===== config.mk =====
export PLATFORM = sky130hd
export DESIGN_NAME = pab_backend
export DESIGN_NICKNAME = d
export VERILOG_FILES = /design/src/common/pab_pkg.sv /design/src/pab_delay.sv /design/src/pab_backend.sv
export VERILOG_INCLUDE_DIRS = /design/src /design/src/common
export SDC_FILE = /design/constraint.sdc
export NUM_CORES = 1
export LEC_CHECK = 0
export ABC_CLOCK_PERIOD_IN_PS = 3600
export BUFFER_PORTS_ARGS = -buffer_cell sky130_fd_sc_hd__clkbuf_2
export CAP_MARGIN = 30
export CELL_PAD_IN_SITES_DETAIL_PLACEMENT = 1
export CELL_PAD_IN_SITES_GLOBAL_PLACEMENT = 1
export CORE_UTILIZATION = 40
export CTS_BUF_LIST = sky130_fd_sc_hd__clkbuf_4 sky130_fd_sc_hd__clkbuf_8 sky130_fd_sc_hd__clkbuf_16
export DETAILED_ROUTE_END_ITERATION = 12
export GPL_TIMING_DRIVEN = 0
export PLACE_DENSITY = 0.85
export RECOVER_POWER = 50
export SYNTH_ARGS = -nofsm -noshare
export SYNTH_HDL_FRONTEND = slang
export SYNTH_SLANG_ARGS = --single-unit

===== constraint.sdc =====
create_clock -name core_clk_in -period 3.6 [get_ports core_clk_in]
set_input_delay 0.72 -clock core_clk_in [delete_from_list [all_inputs] [get_ports core_clk_in]]
set_output_delay 0.72 -clock core_clk_in [all_outputs]
set_load 0.05 [all_outputs]

===== src/common/pab_cfg.svh =====
// Overview of operation
// - Two non-overlapping internal phases, sample and hold, derived from master clock.
// - A new sample is taken on each falling master clock edge.
// - Four identical four-bit stages followed by a fifth four-bit flash stage.
// - Each stage samples in one phase and amplifies in the other.
// - Each stage clock is inverted against the previous stage.
// - Each identical stage word is four bits including one redundancy bit.
// - Delay line aligns all stage words of one sample into twenty bits.
// - Error correction reduces the aligned twenty bits to fourteen bits.
// - A sample's result appears on the bus four clocks after it was taken.
// - After latency one new result appears every clock cycle.
// - Output bus comes from a latch updated with the sampling clock.
// - Results are two's complement, bit 13 sign, bit 0 lsb.
// - Positive full scale gives bit 13 low and bits 0 to 12 high.
// - Negative full scale gives bit 13 high and bits 0 to 12 low.
// - Just above zero gives all zeros, just below zero all ones.
// - Bit 0 drives line 0 and bit 13 drives line 13, ascending.
`ifndef PAB_CFG_SVH
`define PAB_CFG_SVH
`define PAB_STAGES 4
`define PAB_STAGE_W 4
`define PAB_FLASH_W 4
`define PAB_OUT_W 14
`define PAB_LATENCY 4
`define PAB_STEP 3
`define PAB_RESULT_RST 14'h0000
`endif


===== src/common/pab_pkg.sv =====
`include "pab_cfg.svh"
package pab_pkg;
   typedef enum logic {PAB_PH_SAMPLE, PAB_PH_HOLD} pab_phase_t;
   typedef logic [`PAB_OUT_W-1:0] pab_word_t;
endpackage : pab_pkg


===== src/pab_delay.sv =====
`timescale 1ns/1ns
`default_nettype none
// Fixed-depth delay of one stage word
module pab_delay #(
   parameter int WIDTH = 4,
   parameter int DEPTH = 1
) (
   input wire logic core_clk_in,
   input wire logic reset_in,
   input wire logic [WIDTH-1:0] d_in,
   output logic [WIDTH-1:0] q_out
);
   logic [WIDTH-1:0] pipe_r [DEPTH];
   logic [WIDTH-1:0] pipe_nxt [DEPTH];

   // Shift chain, next values
   always_comb begin
      pipe_nxt[0] = d_in;
      for (int i = 1; i < DEPTH; i++) begin
         pipe_nxt[i] = pipe_r[i-1];
      end
   end

   // Shift chain registers
   always_ff @(posedge core_clk_in) begin
      for (int i = 0; i < DEPTH; i++) begin
         if (reset_in) begin
            pipe_r[i] <= '0;
         end else begin
            pipe_r[i] <= pipe_nxt[i];
         end
      end
   end

   assign q_out = pipe_r[DEPTH-1];
endmodule : pab_delay
`default_nettype wire


===== src/pab_backend.sv =====
`timescale 1ns/1ns
`default_nettype none
`include "pab_cfg.svh"
// Digital back end: stage phasing, delay alignment, correction, output latch
module pab_backend import pab_pkg::*; #(
   parameter int STAGES = `PAB_STAGES,
   parameter int STAGE_W = `PAB_STAGE_W,
   parameter int FLASH_W = `PAB_FLASH_W,
   parameter int LATENCY = `PAB_LATENCY
) (
   input wire logic core_clk_in,
   input wire logic reset_in,
   input wire logic [STAGES*STAGE_W-1:0] stage_words_in,
   input wire logic [FLASH_W-1:0] flash_word_in,
   output logic phase_sample_out,
   output logic phase_hold_out,
   output logic [STAGES:0] stage_amp_out,
   output logic [`PAB_OUT_W-1:0] sample_out_bus,
   output logic sample_valid_out
);
   ////////////////////////////////////////////////////////////////////////////
   // Phase generator. The master clock falls mid cycle; here every core edge
   // stands for one sample command, and the phase flop toggles twice per
   // sample time only in the analog domain, so we model the level per cycle.
   ////////////////////////////////////////////////////////////////////////////
   pab_phase_t phase_r, phase_nxt;

   // Alternate sample and hold every cycle; never both at once
   always_comb begin
      unique case (phase_r)
         PAB_PH_SAMPLE: phase_nxt = PAB_PH_HOLD;
         PAB_PH_HOLD: phase_nxt = PAB_PH_SAMPLE;
      endcase
   end

   always_ff @(posedge core_clk_in) begin
      if (reset_in) begin
         phase_r <= PAB_PH_SAMPLE;
      end else begin
         phase_r <= phase_nxt;
      end
   end

   logic phase_sample_r, phase_hold_r;
   logic [STAGES:0] stage_amp_r;
   logic [STAGES:0] stage_amp_nxt;

   // Stage k amplifies in the opposite phase of stage k-1
   always_comb begin
      for (int k = 0; k <= STAGES; k++) begin
         stage_amp_nxt[k] = (phase_nxt == PAB_PH_HOLD) ^ k[0];
      end
   end

   // Registered so the two phase outputs are exclusive and glitch free
   always_ff @(posedge core_clk_in) begin
      if (reset_in) begin
         phase_sample_r <= 1'b0;
         phase_hold_r <= 1'b0;
         stage_amp_r <= '0;
      end else begin
         phase_sample_r <= (phase_nxt == PAB_PH_SAMPLE);
         phase_hold_r <= (phase_nxt == PAB_PH_HOLD);
         stage_amp_r <= stage_amp_nxt;
      end
   end

   ////////////////////////////////////////////////////////////////////////////
   // Delay line: stage m resolves one cycle after stage m-1, so stage m waits
   // STAGES-m cycles to meet the flash word of the same sample.
   ////////////////////////////////////////////////////////////////////////////
   logic [STAGE_W-1:0] aligned_w [STAGES];

   for (genvar m = 0; m < STAGES; m++) begin : g_dly
      pab_delay #(
         .WIDTH(STAGE_W),
         .DEPTH(STAGES - m)
      ) u_dly (
         .core_clk_in(core_clk_in),
         .reset_in(reset_in),
         .d_in(stage_words_in[m*STAGE_W +: STAGE_W]),
         .q_out(aligned_w[m])
      );
   end

   logic [STAGES*STAGE_W+FLASH_W-1:0] group_w;

   // Twenty-bit group, stage 0 in the top nibble
   always_comb begin
      group_w[FLASH_W-1:0] = flash_word_in;
      for (int m = 0; m < STAGES; m++) begin
         group_w[(STAGES-m)*STAGE_W+FLASH_W-1 -: STAGE_W] = aligned_w[m];
      end
   end

   ////////////////////////////////////////////////////////////////////////////
   // Error correction: overlap-add, each stage weighted 3 bits above the next;
   // the redundancy bit of each word overlaps the next stage's msb.
   ////////////////////////////////////////////////////////////////////////////
   localparam int SUM_W = `PAB_STEP*STAGES + FLASH_W + 1;
   logic [SUM_W-1:0] corr_sum;
   logic [`PAB_OUT_W-1:0] corr_word;

   always_comb begin
      corr_sum = {{(SUM_W-FLASH_W){1'b0}}, group_w[FLASH_W-1:0]};
      for (int m = 0; m < STAGES; m++) begin
         corr_sum = SUM_W'(corr_sum
            + (SUM_W'(group_w[(STAGES-m)*STAGE_W+FLASH_W-1 -: STAGE_W]) << (`PAB_STEP*(STAGES-m))));
      end
      // Saturate beyond full scale; offset binary to two's complement by sign flip
      if (corr_sum[SUM_W-1:`PAB_OUT_W] != '0) begin
         corr_word = {1'b0, {(`PAB_OUT_W-1){1'b1}}};
      end else begin
         corr_word = {~corr_sum[`PAB_OUT_W-1], corr_sum[`PAB_OUT_W-2:0]};
      end
   end

   ////////////////////////////////////////////////////////////////////////////
   // Output latch and fill counter
   ////////////////////////////////////////////////////////////////////////////
   logic [`PAB_OUT_W-1:0] out_r, out_nxt;
   logic [2:0] fill_r, fill_nxt;
   logic valid_r, valid_nxt;

   always_comb begin
      out_nxt = corr_word;
      fill_nxt = fill_r;
      if (fill_r != 3'(LATENCY)) begin
         fill_nxt = 3'(fill_r + 3'h1);
      end
      // Valid trails the counter by one edge: the word latched on the edge at
      // which the counter reaches the latency is still built from cleared stages
      valid_nxt = (fill_r == 3'(LATENCY));
   end

   // One word per edge, held until the next edge
   always_ff @(posedge core_clk_in) begin
      if (reset_in) begin
         out_r <= `PAB_RESULT_RST;
         fill_r <= 3'h0;
         valid_r <= 1'b0;
      end else begin
         out_r <= out_nxt;
         fill_r <= fill_nxt;
         valid_r <= valid_nxt;
      end
   end

   assign phase_sample_out = phase_sample_r;
   assign phase_hold_out = phase_hold_r;
   assign stage_amp_out = stage_amp_r;
   assign sample_out_bus = out_r;
   assign sample_valid_out = valid_r;

   ////////////////////////////////////////////////////////////////////////////
   // Checks
   ////////////////////////////////////////////////////////////////////////////

   // Phase outputs are exact complements from the first edge after release
   phase_exclusive_a: assert property (@(posedge core_clk_in) disable iff (reset_in)
      !$past(reset_in) |-> (phase_sample_out != phase_hold_out))
      else $error("phases overlap");
   hold_track_a: assert property (@(posedge core_clk_in) disable iff (reset_in)
      !$past(reset_in) |-> (phase_hold_out == (phase_r == PAB_PH_HOLD)))
      else $error("hold phase off its state");

   // From the second edge after release, every edge swaps sampling and amplifying, in the pair and in each stage
   phase_alternate_a: assert property (@(posedge core_clk_in) disable iff (reset_in)
      !$past(reset_in, 2) |-> (phase_sample_out != $past(phase_sample_out)))
      else $error("phase did not alternate");
   stage_swap_a: assert property (@(posedge core_clk_in) disable iff (reset_in)
      !$past(reset_in, 2) |-> (stage_amp_out == ~$past(stage_amp_out)))
      else $error("stage phase did not swap");

   // Neighbouring stages always do opposite work
   stage_invert_a: assert property (@(posedge core_clk_in) disable iff (reset_in)
      !$past(reset_in) |-> (stage_amp_out[0] != stage_amp_out[1] && stage_amp_out[1] != stage_amp_out[2]))
      else $error("stage clocks not inverted");
   stage_tail_a: assert property (@(posedge core_clk_in) disable iff (reset_in)
      !$past(reset_in) |-> (stage_amp_out[2] != stage_amp_out[3] && stage_amp_out[3] != stage_amp_out[4]))
      else $error("late stage clocks not inverted");

   // Valid rises on the fifth edge after release, so four fill words stay unflagged
   latency_four_a: assert property (@(posedge core_clk_in) disable iff (reset_in)
      $rose(sample_valid_out) |-> ($past(reset_in, 6) && !$past(reset_in, 5)))
      else $error("latency not four");
   valid_early_a: assert property (@(posedge core_clk_in) disable iff (reset_in)
      (fill_r != 3'(LATENCY)) |-> !sample_valid_out)
      else $error("valid before pipeline filled");
   valid_stays_a: assert property (@(posedge core_clk_in) disable iff (reset_in)
      sample_valid_out |=> sample_valid_out)
      else $error("valid dropped");

   // The bus shows the word corrected at the previous edge, cleared by reset
   out_latch_a: assert property (@(posedge core_clk_in) disable iff (reset_in)
      !$past(reset_in) |-> (sample_out_bus == $past(corr_word)))
      else $error("output not latched");
   reset_clear_a: assert property (@(posedge core_clk_in) disable iff (reset_in)
      $past(reset_in) |-> (sample_out_bus == `PAB_RESULT_RST))
      else $error("output not cleared by reset");

   // Code points at both ends of the range and on either side of zero
   pos_sat_a: assert property (@(posedge core_clk_in) disable iff (reset_in)
      (corr_sum[SUM_W-1:`PAB_OUT_W] != '0) |=> (sample_out_bus == 14'h1FFF))
      else $error("no positive saturation");
   pos_peak_a: assert property (@(posedge core_clk_in) disable iff (reset_in)
      (corr_sum == SUM_W'(17'h03FFF)) |=> (sample_out_bus == 14'h1FFF))
      else $error("top code wrong");
   neg_full_a: assert property (@(posedge core_clk_in) disable iff (reset_in)
      (corr_sum == SUM_W'(17'h00000)) |=> (sample_out_bus == 14'h2000))
      else $error("bottom code wrong");
   sign_flip_a: assert property (@(posedge core_clk_in) disable iff (reset_in)
      (corr_sum == SUM_W'(17'h02000)) |=> (sample_out_bus == 14'h0000))
      else $error("mid code wrong");
   all_ones_a: assert property (@(posedge core_clk_in) disable iff (reset_in)
      (corr_sum == SUM_W'(17'h01FFF)) |=> (sample_out_bus == 14'h3FFF))
      else $error("code below zero wrong");

   // Fill counter parks at the latency value and never wraps
   fill_bound_a: assert property (@(posedge core_clk_in) disable iff (reset_in)
      fill_r <= 3'(LATENCY))
      else $error("fill counter overran");
endmodule : pab_backend
`default_nettype wire


# --- After elaboration in Yosys (flattened, before gate mapping) ---
# Memories as Yosys holds them, arrays and structs flattened.
# Index checks and enable logic that the tools add are counted.
# Widths: inputs -> output; s select.
totals:
  register_bits: 25
  latch_bits: 0
  ramBits: 40
  rom_bits: 0
  in_bits: 22
  output_inout_bits: 22
  elab_cells: 49
  n_memories: 4
mem_list:
  columns: ["name", "words", "width", "rd", "rd_ports_with_merged_regs", "wr", "line", "text"]
  rows:
  - ["g_dly[0].u_dly.pipe_r", 4, 4, 4, 0, 4, "pab_delay.sv:13", "logic [WIDTH-1:0] pipe_r [DEPTH];"]
  - ["g_dly[1].u_dly.pipe_r", 3, 4, 3, 0, 3, "pab_delay.sv:13", null]
  - ["g_dly[2].u_dly.pipe_r", 2, 4, 2, 0, 2, "pab_delay.sv:13", null]
  - ["g_dly[3].u_dly.pipe_r", 1, 4, 1, 0, 1, "pab_delay.sv:13", null]
classes:
  add_sub_neg: 5
  mul: 0
  div: 0
  magnitude_cmp: 0
  n_eq_ne: 2
  shift: 0
  mux: 16
  n_bitwise: 12
  n_reduce_logical: 3
ops:
  columns: ["op", "count"]
  rows:
  - ["$mux 4", 10]
  - ["$add 17x10->17", 1]
  - ["$add 17x13->17", 1]
  - ["$add 17x7->17", 1]
  - ["$add 4x16->17", 1]
  - ["$mux 13", 1]
  - ["$or 1x1->1", 9]
  - ["$mux 1", 4]
  - ["$reduce_or 4->1", 1]
  - ["$add 3x1->3 const B", 1]
  - ["$eq 3x3->1 const B", 1]
  - ["$ne 3x3->1 const B", 1]
  - ["$not 1->1", 3]
  - ["$reduce_bool 3->1", 1]
  - ["$pmux 1 s2", 1]
  - ["$reduce_or 2->1", 1]

# --- Depth between registers and ports, before layout ---
# Gate-level depths: netlist of run 1.
# An unclocked memory read counts as a cell.
logic_depth:
  depth_word: 7
  depth_mapped: 7
  mapped_depth_nobuf: 6

# --- Modules after synthesis ---
# Synthesis of run 1 repeated with hierarchy kept, for this count alone.
unflattened:
  hier_cells: 189
  area_unflattened_um2: 2117.0
by_module_without_submodules:
  columns: ["module", "instances", "cells_each", "area_per_inst_um2"]
  rows:
  - ["pab_backend", 1, 107, 970.9]
  - ["pab_delay (g_dly[0].u_dly)", 1, 33, 464.2]
  - ["pab_delay (g_dly[1].u_dly)", 1, 25, 366.6]
  - ["pab_delay (g_dly[2].u_dly)", 1, 16, 210.2]
  - ["pab_delay (g_dly[3].u_dly)", 1, 8, 105.1]

# --- Worst setup path after synthesis of run 1 ---
# Ideal clock, no wire load.
synth_timing:
  path_kind: "input to register"
  start: "input port flash_word_in[3]"
  end: "register out_r[12] (netlist: sample_out_bus[12])"
  setup_ns: 0.137
  t_arrival_ns: 1.939
  required_ns: 3.463
  path_slack_ns: 1.525
  stages: 7
  path_buffers: 1
  path_cell_list: "ha_1 -> ha_1 -> a31oi_1 -> nand3b_1 -> o22ai_2 -> buf_6 -> a21oi_1"
synth_via:
  elab_chain_cells: 6
synth_rtl:
  columns: ["element", "line", "text"]
  rows:
  - ["from (decl)", "pab_backend.sv:14", "input wire logic [FLASH_W-1:0] flash_word_in,"]
  - ["$add 4x16->17 (*)", "pab_backend.sv:107", "corr_sum = SUM_W'(corr_sum"]
  - ["$add 17x13->17 (*)", "pab_backend.sv:107", null]
  - ["$add 17x10->17 (*)", "pab_backend.sv:107", null]
  - ["$add 17x7->17 (*)", "pab_backend.sv:107", null]
  - ["$reduce_bool 3->1", "pab_backend.sv:111", "if (corr_sum[SUM_W-1:`PAB_OUT_W] != '0) begin"]
  - ["$mux 13 (*)", "pab_backend.sv:111", null]
  - ["to (signal assigned)", "pab_backend.sv:139", "out_r <= `PAB_RESULT_RST;"]
  - ["to (signal assigned)", "pab_backend.sv:143", "out_r <= out_nxt;"]
  - ["to (decl)", "pab_backend.sv:121", "logic [`PAB_OUT_W-1:0] out_r, out_nxt;"]
# Every way passes the cells marked *; elsewhere a longest branch is shown, timed or not.
# A chain may end at the register's enable or synchronous reset.

# --- Final worst setup path of run 1 ---
layout_timing:
  start: "input port flash_word_in[3]"
  end: "register out_r[5] (netlist: sample_out_bus[5])"
# Same word-level chain as after synthesis.

==> results of run 1 <==
==> metal layers <==
layer / vias up / part of all wire, % / global-route usage, %
met5: - / 0 / 0
met4: 0 / 1.9 / 8.761
met3: 10 / 4.6 / 6.722
met2: 32 / 52 / 28.91
met1: 646 / 42 / 16.42
li1: 710 / - / -
==> placed cells by master, fill, tap and decap left out, drive strengths merged, types with 3 or more instances in the layout <==
master,Yosys,layout
a21oi,15,15
buf,7,7
clkbuf,5,59
dfxtp,60,60
ha,7,7
inv,8,8
nand2,7,7
nand4,3,3
nor2,8,8
nor2b,41,41
xnor2,7,7
==> logic make-up (layout without fill, tap and decap cells) <==
| logic type | after synthesis | count (layout) | share of synthesized area (%) |
|---|---|---|---|
| adder cells (fa/ha/maj) | 7 | 7 | 4.297 |
| buffers and inverters | 20 | 78 | 4.973 |
| flip-flops | 60 | 60 | 58.93 |
| XOR/XNOR | 9 | 9 | 3.868 |
| AND/OR/NAND/NOR | 66 | 66 | 18.97 |
| AO/OA/AOI/OAI | 25 | 25 | 8.963 |
==> worst paths after layout <==
check | end | cells past startpoint | start | slack (ns)
min reg2reg | g_dly[2].u_dly.pipe_r[1][1]$_SDFF_PP0_ | 1 | g_dly[2].u_dly.pipe_r[0][1]$_SDFF_PP0_ | 0.43
max | sample_out_bus[5]$_SDFF_PP0_ | 8 | flash_word_in[3] | 1.50
min | g_dly[2].u_dly.pipe_r[1][1]$_SDFF_PP0_ | 1 | g_dly[2].u_dly.pipe_r[0][1]$_SDFF_PP0_ | 0.43
max reg2reg | sample_out_bus[5]$_SDFF_PP0_ | 7 | g_dly[3].u_dly.pipe_r[0][0]$_SDFF_PP0_ | 1.69
==> cell type report <==
| class | count | area share (%) |
|---|---|---|
| Sequential cell | 60 | 46.78 |
| Multi-Input combinational cell | 107 | 28.66 |
| Timing Repair Buffer | 42 | 8.187 |
| Clock buffer | 12 | 6.433 |
| Tap cell | 67 | 3.265 |
| Buffer | 12 | 2.778 |
| Clock inverter | 4 | 2.729 |
| Inverter | 8 | 1.170 |
==> critical path: stages <==
cell and delay, ns:
clkbuf_2 0.08, ha_1 0.24, ha_1 0.24, a31oi_1 0.31, nand3b_1 0.15, o22ai_2 0.27
buf_6 0.19, a21oi_1 0.07
==> flip-flops by register name, summed over array words and instances, names as in the netlist <==
signal              flops
sample_valid_out        1
g_dly.u_dly.pipe_r     40
stage_amp_out           2
fill_r                  3
sample_out_bus         14
==> power by group <==
part           switching [mW]  total, mW  internal (mW)
clock network           0.246      0.690          0.444
logic                  0.0957      0.146         0.0507
registers              0.0159      0.714          0.698
total                   0.357       1.55           1.19
==> stage by stage <==
step	utilization, %	instances	power (mW)
CTS	53.30	312	1.575
global route	53.30	312	1.611
finish	53.30	312	1.550
detailed placement	48.42	296	0.8753
global placement	48.42	296	0.8676
floorplan	-	187	0.8341
==> flow_metrics.tcl, run 1 <==
set metrics [dict create \
    grt_use_total_pct 16.38 \
    core_um2 4817 \
    synthMostInstantiatedCell "dfxtp_1" \
    postCtsSetupRepairBufs 0 \
    io_buffer_count 42 \
    synthCells 187 \
    post_cts_resize_count 0 \
    area.growth.synth_to_final_pct 25.97 \
    final_min_period_over_clock_period_pct 58.33 \
    final.hold.worst_slack_ns 0.4331 \
    power-per-cell-area_nw_per_um2 603.5 \
    placedInstanceArea_um2 2332 \
    synth_nets 216 \
    synth-seq-cells 60 \
    initial_standard_cell_utilization_of_the_core_pct 42.31 \
    synth_ff_type "dfxtp_1" \
    cts-buffers-inserted 9 \
    h_tree_lvls 3 \
    std_cell_rows 25 \
    drtIter0Drc 28 \
    hpwlAfterDp_um 2686 \
    cp.required_ns 3.78 \
    finish.net_count 269 \
    post_route_cells_drive_above_1_share_pct 30.20 \
    critical_path_arrival_ns 2.28 \
    clock_tree_from_tritoncts "built" \
    multi_input_comb_area_um2 735.7 \
    pre_cts_ws_ns 1.151 \
    worst_ir_drop_vdd_v 0.0003206 \
    power_leakage_nw 1.126 \
    cp_class "input pin to register" \
    max_cap_viol_count 0 \
    register_area_um2 1201 \
    slew-limit-headroom_pct 57.86 \
    fin_setup_tns_ns 0 \
    fmax_mhz 476.2 \
    cts_sink_count 60 \
    wirelength_routed_um 3817 \
    ctsLongestPathBuffers 2 \
    synthDominantAreaCellType "dfxtp_1" \
    synth-seq-area-share_pct 58.93 \
    hold_crit_path_type "register to register" \
    synth_async_sr_flop_share_pct 0 \
    nFillCells 566 \
    post_synth_main_area_contributors "dfxtp_1, nor2b_1, ha_1" \
    drt-pass1-iter-count 4 \
    routed-via-count 1398 \
    worst_slack_ns 1.500 \
    syn-mean-instance-area_um2 10.90 \
    avgViaCountPerCell 4.481 \
    grt_max_degree 11 \
    startpoint_type_of_the_worst_setup_path "input pin" \
    grt_pass1_vias 1384 \
    die-height_um 73.38 \
    post_synthesis_cell_type_count 32 \
    grt_pass1_wl_um 6223 \
    final-hold-violation-count 0 \
    final_antenna_net_count 0 \
    die_width_um 73.38 \
    yosysWarningCount 0 \
    drcViolationCount 0 \
    post_synth_top_cells "dfxtp_1, nor2b_1, a21oi_1" \
    cts.clk_slew.worst_paths_ns 0.06 \
    ioPinCount 44 \
    final.min_clock_period_ns 2.100 \
    n_antenna_cell 0 \
    number_of_enable_type_register_cells_in_the_synthesized_netlist 0 \
    routedWlPerCell_um 12.23 \
    final.setup_skew_ns 0.005726 \
    antenna_found_initial 0 \
    timing_max_transition_violations_final 0 \
    synth.top_cell.area_share_pct 58.93 \
    grt_setup_unrepaired "no" \
    dieArea_um2 5385 \
    gr-total-overflow 0 \
    tightest_slew_ns 0.6321 \
    cell_area_after_synthesis_um2 2038 \
    clock_root_buffer_master "clkbuf_8" \
    finalSetupViolCount 0 \
    final_weighted_congestion_in_routability_driven_placement 0.8678 \
    layout.cell_area.non_filler_um2 2567 \
    crit_path_max_fanout 10 \
    endpoint_kind "register" \
    status "finished clean" \
    skew_pair_late_insertion_delay_ns 0.33 \
    cts-hold-fix-buffers 0 \
]
Note: power is estimated with default switching activity, not from simulation.
==> run 2, diff against run 1 <==
--- a/config.mk
+++ b/config.mk
@@ -6,7 +6,8 @@
 export SDC_FILE = /design/constraint.sdc
 export NUM_CORES = 1
 export LEC_CHECK = 0
-export ABC_CLOCK_PERIOD_IN_PS = 3600
+export ABC_AREA = 1
+export ABC_CLOCK_PERIOD_IN_PS = 2100
 export BUFFER_PORTS_ARGS = -buffer_cell sky130_fd_sc_hd__clkbuf_2
 export CAP_MARGIN = 30
 export CELL_PAD_IN_SITES_DETAIL_PLACEMENT = 1
@@ -15,7 +16,7 @@
 export CTS_BUF_LIST = sky130_fd_sc_hd__clkbuf_4 sky130_fd_sc_hd__clkbuf_8 sky130_fd_sc_hd__clkbuf_16
 export DETAILED_ROUTE_END_ITERATION = 12
 export GPL_TIMING_DRIVEN = 0
-export PLACE_DENSITY = 0.85
+export PLACE_DENSITY = 0.87
 export RECOVER_POWER = 50
 export SYNTH_ARGS = -nofsm -noshare
 export SYNTH_HDL_FRONTEND = slang
==> constraint.sdc (replaced) <==
create_clock -name core_clk_in -period 2.1 [get_ports core_clk_in]
set_input_delay 0.42 -clock core_clk_in [delete_from_list [all_inputs] [get_ports core_clk_in]]
set_output_delay 0.42 -clock core_clk_in [all_outputs]
set_load 0.05 [all_outputs]
==> run 2 against run 1 <==
  * Wire length is 14% higher
  * Global-route usage is 0.89 points higher
  * Clock skew is 0.00062 ns lower
  * Core utilization is 1.1 points lower
  * Critical endpoint is now sample_out_bus[10]$_SDFF_PP0_
  * Largest cell class unchanged
==> flow_metrics.tcl, run 2 <==
set metrics [dict create \
    status "finished clean" \
    post_synth_top_cells "dfxtp_1, inv_1, nor2_1" \
    synthDominantAreaCellType "dfxtp_1" \
    cp_slowest_cell "dfxtp_1" \
    drcViolationCount 0 \
    critical_path_arrival_ns 2.05 \
    r2r_cells 11 \
    post_cts_resize_count 0 \
    hold_critical_path_depth 3 \
    slew-limit-headroom_pct 55.54 \
    setup.reg_to_reg.worst_slack_ns 0.25 \
    std_cell_rows 26 \
    cts-hold-fix-buffers 0 \
    cts_sink_count 60 \
    max_cap_viol_count 0 \
    yosysWarningCount 0 \
    hpwlAfterDp_um 3171 \
    final_cell_mix "dfxtp_1, inv_1, nor2_1, clkbuf_2, nand2_1" \
    synthMostInstantiatedCell "dfxtp_1" \
    synthCells 252 \
    grt_setup_unrepaired "no" \
    synth_async_sr_flop_share_pct 0 \
    final.setup_skew_ns 0.005110 \
    grt_use_total_pct 17.27 \
    synth_nets 281 \
    core_um2 5205 \
    ioPinCount 44 \
    startpoint_type_of_the_worst_setup_path "register" \
    ctsLongestPathBuffers 2 \
    crit_path_max_fanout 10 \
    synth-seq-cells 60 \
    routed-via-count 1642 \
    final_common_cell "dfxtp_1" \
    rr_endpoint "sample_out_bus[10]$_SDFF_PP0_" \
    cp.required_ns 2.30 \
    fmax_mhz 540.3 \
    antenna_found_initial 0 \
    clock_tree_from_tritoncts "built" \
    synth_ff_type "dfxtp_1" \
    hold_crit_path_type "input pin to register" \
    power.total_mw 2.630 \
    postCtsSetupRepairBufs 0 \
    skew_pair_late_insertion_delay_ns 0.34 \
    share_clk_of_total_power_pct 40.0 \
    post_route_cells_drive_above_1_share_pct 28.71 \
    clock_root_buffer_master "clkbuf_8" \
    final-hold-violation-count 0 \
    r2r-start "g_dly[3].u_dly.pipe_r[0][0]$_SDFF_PP0_" \
    cp_class "register to register" \
    cts-buffers-inserted 9 \
    wirelength_routed_um 4370 \
    drtIter0Drc 20 \
    number_of_enable_type_register_cells_in_the_synthesized_netlist 0 \
    drt-pass1-iter-count 4 \
    slowest_delay_ns 0.30 \
    endpoint_kind "register" \
    initial_standard_cell_utilization_of_the_core_pct 42.55 \
    swShare_pct 26.11 \
    power.sequential.fraction_pct 47.8 \
    gr-total-overflow 0 \
    worst_slack_ns 0.2492 \
    die_width_um 76.41 \
    io_buffer_count 42 \
    power.share.combinational_pct 12.2 \
    post_synthesis_cell_type_count 24 \
    grt_pass1_wl_um 7617 \
    crit_path_cell_trace "ha_1, ha_1, nand3_1, nand2_1, nand3_2, nand2_1, nand2_1, nand2_2, nor2_4, buf_12, a21oi_2" \
    nFillCells 648 \
    final_antenna_net_count 0 \
    avgViaCountPerCell 4.321 \
    fin_setup_tns_ns 0 \
    regMostFlops "g_dly.u_dly.pipe_r" \
    power_leakage_nw 1.306 \
    cell_area_after_synthesis_um2 2215 \
    p_switching_mw 0.6869 \
    endpoint_worst_hold "g_dly[2].u_dly.pipe_r[0][2]$_SDFF_PP0_" \
    synth.top_cell.area_share_pct 54.24 \
    grt_max_degree 11 \
    post_synth_main_area_contributors "dfxtp_1, inv_1, nor2_1" \
    pre_cts_ws_ns 0.0004896 \
    worst_ir_drop_vdd_v 0.0006149 \
    tightest_slew_ns 0.6669 \
    power_report.internal_total_mw 1.943 \
    finish.net_count 334 \
    cts.clk_slew.worst_paths_ns 0.06 \
    routedWlPerCell_um 11.50 \
    grt_pass1_vias 1718 \
    syn-mean-instance-area_um2 8.788 \
    finalSetupViolCount 0 \
    h_tree_lvls 3 \
    timing.critical_path.mode_cell "nand2_1" \
    number_of_flip_flops_in_the_largest_register 40 \
    final_min_period_over_clock_period_pct 88.13 \
    n_antenna_cell 0 \
    final.min_clock_period_ns 1.851 \
    die-height_um 76.41 \
    power-per-cell-area_nw_per_um2 967.9 \
    area.growth.synth_to_final_pct 22.71 \
    final_weighted_congestion_in_routability_driven_placement 0.7642 \
    synth-seq-area-share_pct 54.24 \
    dieArea_um2 5838 \
    timing_max_transition_violations_final 0 \
    worst_hold_startpoint "stage_words_in[10]" \
]
[run 2: cell types whose count changed in the layout (fill, tap and decap cells not counted), moves of 4 or more]
cell and delta:
inv_1 +47, nor2b_1 -41, nor2_1 +38, nand2_1 +14, a21oi_2 +6, nand2_2 +6, a21oi_1 -4
[run 2: logic make-up (layout without fill, tap and decap cells)]
| group | Yosys count | count (layout) | synth area share, % |
|---|---|---|---|
| AOI/OAI and AO/OA | 25 | 25 | 8.475 |
| xor gates and xnor gates | 9 | 9 | 3.560 |
| adders and majority gates | 7 | 7 | 3.955 |
| buffers and inverters | 67 | 125 | 12.99 |
| DFF | 60 | 60 | 54.24 |
| and+or+nand+nor | 84 | 84 | 16.78 |
[run 2: how the worst max path moves through the flow]
stage	endpoint	depth (start not counted)	start	slack (ns)
after global placement	sample_out_bus[6]$_SDFF_PP0_	12	flash_word_in[3]	0.11
after floorplan	sample_out_bus[10]$_SDFF_PP0_	11	flash_word_in[3]	0.37
after global routing	sample_out_bus[10]$_SDFF_PP0_	11	g_dly[3].u_dly.pipe_r[0][0]$_SDFF_PP0_	0.1
after detailed placement	sample_out_bus[10]$_SDFF_PP0_	12	flash_word_in[3]	0.0005
final	sample_out_bus[10]$_SDFF_PP0_	11	g_dly[3].u_dly.pipe_r[0][0]$_SDFF_PP0_	0.25
after CTS	sample_out_bus[10]$_SDFF_PP0_	11	g_dly[3].u_dly.pipe_r[0][0]$_SDFF_PP0_	0.20
[run 2: metal layers]
layer  vias up  GRT usage [%]  part of all wire, %
met5         -              0                    0
met4         0          9.423                  2.2
met3         9          6.467                  5.8
met2        42          30.54                   53
met1       750          17.47                   39
li1        841              -                    -
[run 2: power by group through the flow]
| stage | Combinational [mW] | Sequential (mW) | Clock (mW) |
|---|---|---|---|
| 6_report | 0.321 | 1.26 | 1.05 |
| 5_1_grt | 0.356 | 1.26 | 1.14 |
| 4_1_cts | 0.329 | 1.26 | 1.09 |
| 3_5_place_dp | 0.320 | 1.28 | 0 |
| 3_3_place_gp | 0.304 | 1.28 | 0 |
| 2_1_floorplan | 0.167 | 1.35 | 0 |
[run 2: layout make-up]
type	count	area, um2	area share (%)
well taps	70	87.58	3.223
plain buffers	12	80.08	2.947
inverters	55	206.4	7.597
repair buffers	42	210.2	7.735
multi-input cells	125	725.7	26.70
clock inverters	4	47.55	1.750
clock buffers	12	158.9	5.847
flip-flops and latches	60	1201	44.20
[run 2: metrics by stage]
| stage | util (%) | area, um2 | hold WS [ns] | cells |
|---|---|---|---|---|
| after floorplan | - | 2215 | 0.3883 | 252 |
| after global placement | 48.27 | 2512 | 0.3895 | 364 |
| after detailed placement | 48.27 | 2512 | 0.3981 | 364 |
| after CTS | 52.24 | 2719 | 0.2463 | 380 |
| after global routing | 52.21 | 2718 | 0.2665 | 380 |
| final | 52.21 | 2718 | 0.2638 | 380 |
[run 2: worst max-delay path, delay by kind of cell, from the launching register on]
kind | cells | cell delay (ns)
AOI/OAI and AO/OA | 1 | 0.07
adders and majority gates | 2 | 0.43
buffers and inverters | 1 | 0.17
DFF | 1 | 0.30
and+or+nand+nor | 7 | 0.73
